File: config.mk
export PLATFORM = sky130hd
export DESIGN_NAME = vdtb_master_flat
export DESIGN_NICKNAME = d
export VERILOG_FILES = /design/src/inc/vdtb_pkg.sv /design/src/inc/vdtb_if.sv /design/src/hw/vdtb_master.sv /design/src/flat_wrapper.sv
export SDC_FILE = /design/constraint.sdc
export NUM_CORES = 1
export LEC_CHECK = 0
export ABC_CLOCK_PERIOD_IN_PS = 8150
export BUFFER_PORTS_ARGS = -buffer_cell sky130_fd_sc_hd__buf_2
export CAP_MARGIN = 20
export CORE_AREA = 2 2 145 147
export CTS_CLUSTER_DIAMETER = 60
export DETAILED_ROUTE_END_ITERATION = 12
export DIE_AREA = 0 0 147 149
export GPL_TIMING_DRIVEN = 0
export MAX_ROUTING_LAYER = met4
export PLACE_DENSITY = 0.72
export SETUP_SLACK_MARGIN = 0.15
export SKIP_CTS_REPAIR_TIMING = 1
export SLEW_MARGIN = 25
export SYNTH_ARGS = -nofsm -noshare
export SYNTH_HDL_FRONTEND = slang
export SYNTH_SLANG_ARGS = --single-unit
export TNS_END_PERCENT = 10
File: constraint.sdc
create_clock -name sys_clk -period 8.15 [get_ports sys_clk]
set_input_delay 0.815 -clock sys_clk [delete_from_list [all_inputs] [get_ports sys_clk]]
set_output_delay 0.815 -clock sys_clk [all_outputs]
set_load 0.1 [all_outputs]
File: src/inc/vdtb_pkg.sv
/*
 Package for the data transfer bus handshake: address modifier codes,
 width options, transfer sizes and time-out figures.
 Assumes a single 20 MHz system clock shared by both ends.
*/
`default_nettype none
package vdtb_pkg;
   // ------------------------------------------------------------
   // Clock and time-out
   // ------------------------------------------------------------
   localparam int CLK_HZ          = 20000000;
   localparam int BTO_US_DEF      = 64;
   localparam int BTO_CYC_DEF     = BTO_US_DEF * (CLK_HZ / 1000000);
   localparam int BTO_CW          = 16;

   // ------------------------------------------------------------
   // Address modifier codes
   // ------------------------------------------------------------
   localparam logic [5:0] AM_STD_SUP_SEQ = 6'h3F;
   localparam logic [5:0] AM_STD_NP_SEQ  = 6'h3B;
   localparam logic [5:0] AM_EXT_SUP_SEQ = 6'h0F;
   localparam logic [5:0] AM_EXT_NP_SEQ  = 6'h0B;
   localparam logic [5:0] AM_SHORT_SUP   = 6'h2D;
   localparam logic [5:0] AM_SHORT_NP    = 6'h29;
   localparam logic [5:0] AM_STD_NP_DATA = 6'h39;

   // ------------------------------------------------------------
   // Option encodings
   // ------------------------------------------------------------
   localparam logic [1:0] DW_D8  = 2'h0;
   localparam logic [1:0] DW_D16 = 2'h1;
   localparam logic [1:0] DW_D32 = 2'h2;
   localparam logic [1:0] AW_A16 = 2'h0;
   localparam logic [1:0] AW_A24 = 2'h1;
   localparam logic [1:0] AW_A32 = 2'h2;

   // Transfer sizes
   localparam logic [1:0] SZ_BYTE = 2'h0;
   localparam logic [1:0] SZ_WORD = 2'h1;
   localparam logic [1:0] SZ_LONG = 2'h2;

   // Address bits per range (A01 upward)
   localparam int A16_MSB = 15;
   localparam int A24_MSB = 23;
   localparam int A32_MSB = 31;

   // Address step per transfer size
   localparam logic [31:0] STEP_BYTE = 32'h0000_0001;
   localparam logic [31:0] STEP_WORD = 32'h0000_0002;
   localparam logic [31:0] STEP_LONG = 32'h0000_0004;

   // ------------------------------------------------------------
   // Address range class of a modifier code
   // ------------------------------------------------------------
   function automatic logic [1:0] vdtb_am_range(input logic [5:0] am);
      logic [1:0] r;
      r = AW_A32;
      if (am[5:4] == 2'h2) begin
         r = AW_A16;
      end else if (am[5:4] == 2'h3) begin
         r = AW_A24;
      end
      return r;
   endfunction : vdtb_am_range

   function automatic logic vdtb_am_seq(input logic [5:0] am);
      return (am == AM_STD_SUP_SEQ) || (am == AM_STD_NP_SEQ) ||
             (am == AM_EXT_SUP_SEQ) || (am == AM_EXT_NP_SEQ);
   endfunction : vdtb_am_seq
endpackage : vdtb_pkg
`default_nettype wire

File: src/inc/vdtb_if.sv
/*
 Interface carrying the data transfer bus between master and slave ends.
 Strobes are active low; data, acknowledge and error have enables,
 the bench resolves the wired levels.
*/
`default_nettype none
interface vdtb_if;
   logic [31:1] addr;
   logic [5:0]  am;
   logic        as_n;
   logic        ds0_n;
   logic        ds1_n;
   logic        lword_n;
   logic        write_n;
   logic [31:0] m_data_o;
   logic        m_data_oe;
   logic [31:0] s_data_o;
   logic        s_data_oe;
   logic [31:0] data_i;
   logic        dtack_n_o;
   logic        dtack_oe;
   logic        berr_n_o;
   logic        berr_oe;
   logic        dtack_n;
   logic        berr_n;

   modport master (
      output addr, am, as_n, ds0_n, ds1_n, lword_n, write_n, m_data_o, m_data_oe,
      input  data_i, dtack_n, berr_n
   );
   modport slave (
      input  addr, am, as_n, ds0_n, ds1_n, lword_n, write_n, data_i,
      output s_data_o, s_data_oe, dtack_n_o, dtack_oe, berr_n_o, berr_oe
   );
endinterface : vdtb_if
`default_nettype wire

File: src/hw/vdtb_master.sv
/*
 Master end of the data transfer bus with its own time-out, ordered over
 classic Wishbone registers. Assumes bus inputs synchronous to sys_clk.
*/
// Local design decisions: the Wishbone slave port and the register addresses.
`default_nettype none
module vdtb_master #(
   parameter logic [1:0] DW      = vdtb_pkg::DW_D32,
   parameter logic [1:0] AW      = vdtb_pkg::AW_A24,
   parameter logic       SEQ_EN  = 1'b1,
   parameter int         BTO_CYC = vdtb_pkg::BTO_CYC_DEF
) (
   input  wire logic        sys_clk,
   input  wire logic        sys_rst,
   vdtb_if.master           bus,
   input  wire logic        wb_cyc_i,
   input  wire logic        wb_stb_i,
   input  wire logic        wb_we_i,
   input  wire logic [3:0]  wb_adr_i,
   input  wire logic [3:0]  wb_sel_i,
   input  wire logic [31:0] wb_dat_i,
   output logic [31:0]      wb_dat_o,
   output logic             wb_ack_o
);
   // Register word offsets (byte address = 4 * index)
   localparam logic [3:0] REG_ADDR = 4'h0;
   localparam logic [3:0] REG_CTRL = 4'h1;
   localparam logic [3:0] REG_WDAT = 4'h2;
   localparam logic [3:0] REG_RDAT = 4'h3;
   localparam logic [3:0] REG_STAT = 4'h4;

   typedef enum logic [3:0] {
      VM_IDLE  = 4'b0001,
      VM_SETUP = 4'b0010,
      VM_WAIT  = 4'b0100,
      VM_END   = 4'b1000
   } vdtb_mst_t;

   vdtb_mst_t   st_q;
   logic [31:0] addr_q;
   logic [31:0] wdat_q;
   logic [31:0] rdat_q;
   logic [5:0]  am_q;
   logic [1:0]  size_q;
   logic        rd_q;
   logic        go;
   logic        busy_q;
   logic        done_q;
   logic        berr_q;
   logic        bto_q;
   logic [vdtb_pkg::BTO_CW-1:0] cnt_q;
   logic [5:0]  am_ok;
   logic        acc;
   logic        wr;
   logic        go_q;

   // Writes land at the edge where the bus master samples ack
   assign acc = wb_cyc_i && wb_stb_i && !wb_ack_o;
   assign wr  = wb_cyc_i && wb_stb_i && wb_we_i && wb_ack_o;
   assign go  = wr && wb_adr_i == REG_CTRL && wb_sel_i[0] && wb_dat_i[31] && st_q == VM_IDLE;

   // Clamp modifier to the built address range
   always_comb begin
      am_ok = wb_dat_i[5:0];
      if (AW == vdtb_pkg::AW_A16 && vdtb_pkg::vdtb_am_range(am_ok) != vdtb_pkg::AW_A16) begin
         am_ok = vdtb_pkg::AM_SHORT_NP;
      end
      if (AW == vdtb_pkg::AW_A24 && vdtb_pkg::vdtb_am_range(am_ok) == vdtb_pkg::AW_A32) begin
         am_ok = vdtb_pkg::AM_STD_NP_DATA;
      end
      if (!SEQ_EN && vdtb_pkg::vdtb_am_seq(am_ok)) begin
         am_ok = vdtb_pkg::AM_STD_NP_DATA;
      end
   end

   // ----------------------------------------------------------
   // Wishbone slave
   // ----------------------------------------------------------
   always_ff @(posedge sys_clk or posedge sys_rst) begin
      if (sys_rst) begin
         wb_ack_o <= 1'b0;
         wb_dat_o <= 32'h0000_0000;
         addr_q   <= 32'h0000_0000;
         wdat_q   <= 32'h0000_0000;
         am_q     <= vdtb_pkg::AM_STD_NP_DATA;
         size_q   <= vdtb_pkg::SZ_BYTE;
         rd_q     <= 1'b1;
         go_q     <= 1'b0;
      end else begin
         wb_ack_o <= acc;
         go_q     <= go;
         if (acc && !wb_we_i) begin
            case (wb_adr_i)
               REG_ADDR: wb_dat_o <= addr_q;
               REG_CTRL: wb_dat_o <= {22'h0, size_q, rd_q, 1'b0, am_q};
               REG_WDAT: wb_dat_o <= wdat_q;
               REG_RDAT: wb_dat_o <= rdat_q;
               REG_STAT: wb_dat_o <= {28'h0000000, bto_q, berr_q, done_q, busy_q};
               default:  wb_dat_o <= 32'h0000_0000;
            endcase
         end
         if (wr && st_q == VM_IDLE) begin
            if (wb_adr_i == REG_ADDR && wb_sel_i == 4'hF) addr_q <= wb_dat_i;
            if (wb_adr_i == REG_WDAT && wb_sel_i == 4'hF) wdat_q <= wb_dat_i;
            if (wb_adr_i == REG_CTRL && wb_sel_i[0]) begin
               am_q   <= am_ok;
               rd_q   <= wb_dat_i[7];
               size_q <= wb_dat_i[9:8];
               if (DW != vdtb_pkg::DW_D32 && wb_dat_i[9:8] == vdtb_pkg::SZ_LONG) begin
                  size_q <= vdtb_pkg::SZ_WORD;
               end
               if (DW == vdtb_pkg::DW_D8) begin
                  size_q <= vdtb_pkg::SZ_BYTE;
               end
            end
         end
      end
   end

   // ----------------------------------------------------------
   // Bus cycle
   // ----------------------------------------------------------
   always_ff @(posedge sys_clk or posedge sys_rst) begin
      if (sys_rst) begin
         st_q          <= VM_IDLE;
         bus.as_n      <= 1'b1;
         bus.ds0_n     <= 1'b1;
         bus.ds1_n     <= 1'b1;
         bus.lword_n   <= 1'b1;
         bus.write_n   <= 1'b1;
         bus.addr      <= 31'h00000000;
         bus.am        <= 6'h00;
         bus.m_data_o  <= 32'h0000_0000;
         bus.m_data_oe <= 1'b0;
         rdat_q        <= 32'h0000_0000;
         busy_q        <= 1'b0;
         done_q        <= 1'b0;
         berr_q        <= 1'b0;
         bto_q         <= 1'b0;
         cnt_q         <= '0;
      end else begin
         case (st_q)
            VM_IDLE: begin
               if (go_q) begin
                  busy_q   <= 1'b1;
                  done_q   <= 1'b0;
                  berr_q   <= 1'b0;
                  bto_q    <= 1'b0;
                  st_q     <= VM_SETUP;
                  bus.am   <= am_q;
                  bus.addr <= (AW == vdtb_pkg::AW_A16) ? {16'h0000, addr_q[vdtb_pkg::A16_MSB:1]} :
                              (AW == vdtb_pkg::AW_A24) ? {8'h00, addr_q[vdtb_pkg::A24_MSB:1]} :
                              addr_q[vdtb_pkg::A32_MSB:1];
                  bus.write_n   <= rd_q;
                  bus.lword_n   <= !(size_q == vdtb_pkg::SZ_LONG);
                  bus.m_data_oe <= !rd_q;
                  bus.m_data_o  <= (size_q == vdtb_pkg::SZ_BYTE) ? {16'h0000, wdat_q[7:0], wdat_q[7:0]} : wdat_q;
               end
            end
            VM_SETUP: begin
               bus.as_n  <= 1'b0;
               bus.ds0_n <= (size_q == vdtb_pkg::SZ_BYTE) && !addr_q[0];
               bus.ds1_n <= (size_q == vdtb_pkg::SZ_BYTE) && addr_q[0];
               cnt_q     <= '0;
               st_q      <= VM_WAIT;
            end
            VM_WAIT: begin
               cnt_q <= cnt_q + 1'b1;
               if (!bus.dtack_n) begin
                  if (rd_q) begin
                     rdat_q <= (size_q == vdtb_pkg::SZ_LONG) ? bus.data_i :
                               (size_q == vdtb_pkg::SZ_WORD) ? {16'h0000, bus.data_i[15:0]} :
                               {24'h000000, addr_q[0] ? bus.data_i[7:0] : bus.data_i[15:8]};
                  end
                  st_q <= VM_END;
               end else if (!bus.berr_n || cnt_q >= BTO_CYC[vdtb_pkg::BTO_CW-1:0]) begin
                  berr_q <= 1'b1;
                  bto_q  <= bus.berr_n;
                  st_q   <= VM_END;
               end
               if (!bus.dtack_n || !bus.berr_n || cnt_q >= BTO_CYC[vdtb_pkg::BTO_CW-1:0]) begin
                  bus.as_n      <= 1'b1;
                  bus.ds0_n     <= 1'b1;
                  bus.ds1_n     <= 1'b1;
                  bus.m_data_oe <= 1'b0;
               end
            end
            VM_END: begin
               if (bus.dtack_n && bus.berr_n) begin
                  busy_q <= 1'b0;
                  done_q <= 1'b1;
                  st_q   <= VM_IDLE;
               end
            end
            default: st_q <= VM_IDLE;
         endcase
      end
   end
endmodule : vdtb_master
`default_nettype wire

File: src/flat_wrapper.sv
// flat-port wrapper written by rule: the top's interface ports become plain ports
module vdtb_master_flat 
#(
   parameter logic [1:0] DW      = vdtb_pkg::DW_D32,
   parameter logic [1:0] AW      = vdtb_pkg::AW_A24,
   parameter logic       SEQ_EN  = 1'b1,
   parameter int         BTO_CYC = vdtb_pkg::BTO_CYC_DEF
)
  (sys_clk, sys_rst, wb_cyc_i, wb_stb_i, wb_we_i, wb_adr_i, wb_sel_i, wb_dat_i, wb_dat_o, wb_ack_o, bus_addr, bus_am, bus_as_n, bus_ds0_n, bus_ds1_n, bus_lword_n, bus_write_n, bus_m_data_o, bus_m_data_oe, bus_data_i, bus_dtack_n, bus_berr_n);
  vdtb_if bus_i ();
  input  wire logic sys_clk;
  input  wire logic sys_rst;
  input  wire logic wb_cyc_i;
  input  wire logic wb_stb_i;
  input  wire logic wb_we_i;
  input  wire logic [3:0] wb_adr_i;
  input  wire logic [3:0] wb_sel_i;
  input  wire logic [31:0] wb_dat_i;
  output logic [31:0] wb_dat_o;
  output logic wb_ack_o;
  output wire logic [$bits(bus_i.addr)-1:0] bus_addr;
  output wire logic [$bits(bus_i.am)-1:0] bus_am;
  output wire logic [$bits(bus_i.as_n)-1:0] bus_as_n;
  output wire logic [$bits(bus_i.ds0_n)-1:0] bus_ds0_n;
  output wire logic [$bits(bus_i.ds1_n)-1:0] bus_ds1_n;
  output wire logic [$bits(bus_i.lword_n)-1:0] bus_lword_n;
  output wire logic [$bits(bus_i.write_n)-1:0] bus_write_n;
  output wire logic [$bits(bus_i.m_data_o)-1:0] bus_m_data_o;
  output wire logic [$bits(bus_i.m_data_oe)-1:0] bus_m_data_oe;
  input wire logic [$bits(bus_i.data_i)-1:0] bus_data_i;
  input wire logic [$bits(bus_i.dtack_n)-1:0] bus_dtack_n;
  input wire logic [$bits(bus_i.berr_n)-1:0] bus_berr_n;
  assign bus_addr = bus_i.addr;
  assign bus_am = bus_i.am;
  assign bus_as_n = bus_i.as_n;
  assign bus_ds0_n = bus_i.ds0_n;
  assign bus_ds1_n = bus_i.ds1_n;
  assign bus_lword_n = bus_i.lword_n;
  assign bus_write_n = bus_i.write_n;
  assign bus_m_data_o = bus_i.m_data_o;
  assign bus_m_data_oe = bus_i.m_data_oe;
  assign bus_i.data_i = bus_data_i;
  assign bus_i.dtack_n = bus_dtack_n;
  assign bus_i.berr_n = bus_berr_n;
  vdtb_master #(.DW(DW), .AW(AW), .SEQ_EN(SEQ_EN), .BTO_CYC(BTO_CYC)) u_core (.sys_clk(sys_clk), .sys_rst(sys_rst), .bus(bus_i), .wb_cyc_i(wb_cyc_i), .wb_stb_i(wb_stb_i), .wb_we_i(wb_we_i), .wb_adr_i(wb_adr_i), .wb_sel_i(wb_sel_i), .wb_dat_i(wb_dat_i), .wb_dat_o(wb_dat_o), .wb_ack_o(wb_ack_o));
endmodule
==> qor.yml <==
setup_path:
  critPathMaxFanout: 10
  endpoint_kind: "register"
  start_kind: "register"
  critPathArrivalTime_ps: 3160
  r2r_cells: 7
  required_ps: 8590
  crit_type: "register to register"
pwr:
  power_density_nw_per_um2: 199
  power_mw: 2.40
  ir_drop_v: 0.000133
  p_leak_nw: 6.32
outcome:
  status: "completed"
finish:
  drive_above_1_share: 0.280
  final_cells: 1439
  area_growth_pct: 21.2
  final_design_area_no_fill_um2: 12100
  nNetsFinal: 1222
  fill_cells: 1799
  final_common_cell: "nand2_1"
  final_cell_mix: "nand2_1, dfrtp_1, buf_2, o21ai_0, mux2i_1"
  seqCellArea_um2: 5770
  multi_input_area_um2: 3920
placement:
  dp_cells: 1390
  place_hpwl_um: 19700
  dp_slack_ps: 5170
  place_area_um2: 11300
  gp_congestion: 0.892
  port_buffers: 177
routing:
  first_pass_iters: 5
  vias: 7754
  vias_per_cell: 5.39
  drc: 0
  drt-total-wl_um: 27400
  ant_nets: 0
  detail_route.iter0.violations: 476
  avgRoutedWirePerCell_um: 19.0
sta:
  hold_viol: 0
  setup_viol: 0
  setup_ws_ps: 5430
  whs_ps: 395
  finalMaxSlewViolations: 0
  fin_crit_ps: 2720
  finClkSkew_ps: 15.2
  rsz0062_at_grt: "no"
  period_share: 0.333
  worstMarginPinSlew_ps: 989
  max_freq_ghz: 0.368
  relSlewSlack: 0.339
die:
  start_util: 0.486
  die_h_um: 149
  die_area_um2: 21900
  core_um2: 20600
  dieWidth_um: 147
  rows: 53
  ios: 187
yosys:
  synth_flop_cell: "dfrtp_1"
  synth_seq_cells: 230
  avgSynthCellArea_um2: 10.8
  synthCells: 929
  netlist-cell-type-count: 49
  syn_area_um2: 9990
  seq_area_frac_synth: 0.578
  synthArstFlopShare: 1.00
  synth-edff-count: 0
  yosys_warnings: 0
cts:
  h-tree-depth: 1
  cts_root_buf: "clkbuf_16"
  cts.sink_count: 230
  max-clock-path-buffers: 3
  path_clk_slew_ps: 60
  cts_tree: "yes"
  clk_latency_ps: 520
  cts_inserted_buffers: 24
global_routing:
  grt_overflow: 0
  grt_use_total: 0.258
  first_global_vias: 7691
  grt_max_degree: 87
  grt_pass1_wl_um: 42800
  antenna_found_initial: 6
worst_hold_path:
  min_path_type: "input port to asynchronous set/reset pin"
run:
  drv_cap: 0
## cells in the mapped netlist, types with 3 or more instances
library cell | n | share of area
a21oi_1 | 28 | 0.014
a221oi_1 | 9 | 0.0079
a22o_1 | 5 | 0.0044
a32oi_1 | 4 | 0.0035
and2_1 | 3 | 0.0019
and3_1 | 3 | 0.0019
and4_1 | 4 | 0.0035
buf_1 | 4 | 0.0015
buf_2 | 4 | 0.0020
buf_4 | 9 | 0.0068
buf_6 | 3 | 0.0034
clkbuf_1 | 39 | 0.015
dfrtp_1 | 219 | 0.55
dfstp_2 | 11 | 0.029
inv_1 | 12 | 0.0045
mux2_2 | 45 | 0.051
mux2_4 | 30 | 0.045
mux2i_1 | 54 | 0.054
nand2_1 | 243 | 0.091
nand3_1 | 21 | 0.011
nand4_1 | 8 | 0.0050
nor2_1 | 43 | 0.016
nor2b_1 | 6 | 0.0038
nor4b_2 | 3 | 0.0045
o21ai_0 | 84 | 0.042
## layer usage
metal / vias to the layer above / track usage / wire (um)
li1: 3581 / - / -
met1: 3865 / 0.351 / 12200
met2: 267 / 0.407 / 12800
met3: 41 / 0.0443 / 1780
met4: 0 / 0.0707 / 640
met5: - / - / 0
## logic make-up (layout without fill, tap and decap cells)
group           after synthesis  in the layout  synth area share
other cells                   1             14          0.000375
simple gates                351            351             0.152
buf+inv                      71            293            0.0328
mux                         130            130             0.151
compound gates              142            142            0.0814
flops                       230            230             0.578
xor+xnor                      2              2           0.00175
fa+ha+maj                     2              2           0.00251
## state kept, by name, indices dropped and copies added, names as in the netlist, 16 cells and up
signal               flops
u_core.bus.m_data_o     32
u_core.wb_dat_o         32
u_core.bus.addr         23
u_core.cnt_q            16
u_core.addr_q           32
u_core.rdat_q           32
u_core.wdat_q           32
## report_power, final
part           total (mW)  internal (mW)  switching (mW)
sequential           1.16           1.15         0.00553
combinational       0.152         0.0374           0.115
clock                1.09          0.654           0.441
## critical path, cell delays in order, from the launching register on
cell      delay [ps]
dfstp_2          580
nor4b_2          410
nand2_1          280
inv_1            150
clkbuf_1         520
clkbuf_1         490
nand2_1          130
nand2_1           90
## path summary, 6_finish.rpt
path                                 start                to  slack, ps
hold reg to reg            u_core.bus.as_n   u_core.bus.as_n        450
setup / recovery            u_core.st_q[0]  u_core.bus.am[3]       5430
min in group sys_clk       u_core.bus.as_n   u_core.bus.as_n        450
hold / removal                     sys_rst   u_core.cnt_q[7]        400
max in group asynchronous          sys_rst  u_core.wdat_q[8]       6930
setup reg to reg            u_core.st_q[0]  u_core.bus.am[3]       5430
## cell type report
cell class,count,area share
multi-input cells,635,0.324
well taps,275,0.0284
inverters,12,0.00434
clock buffers,38,0.0582
clock inverters,5,0.00620
flip-flops and latches,230,0.477
diodes,6,0.00124
plain buffers,59,0.0234
repair buffers,179,0.0778
## metrics by stage
| stage | TNS, ps | util |
|---|---|---|
| finish | 0 | 0.589 |
| global route | 0 | 0.589 |
| CTS | 0 | 0.588 |
| detailed placement | 0 | 0.550 |
| global placement | -333510 | 0.547 |
| floorplan | 0 | - |
(Power assumes the default switching activity.)
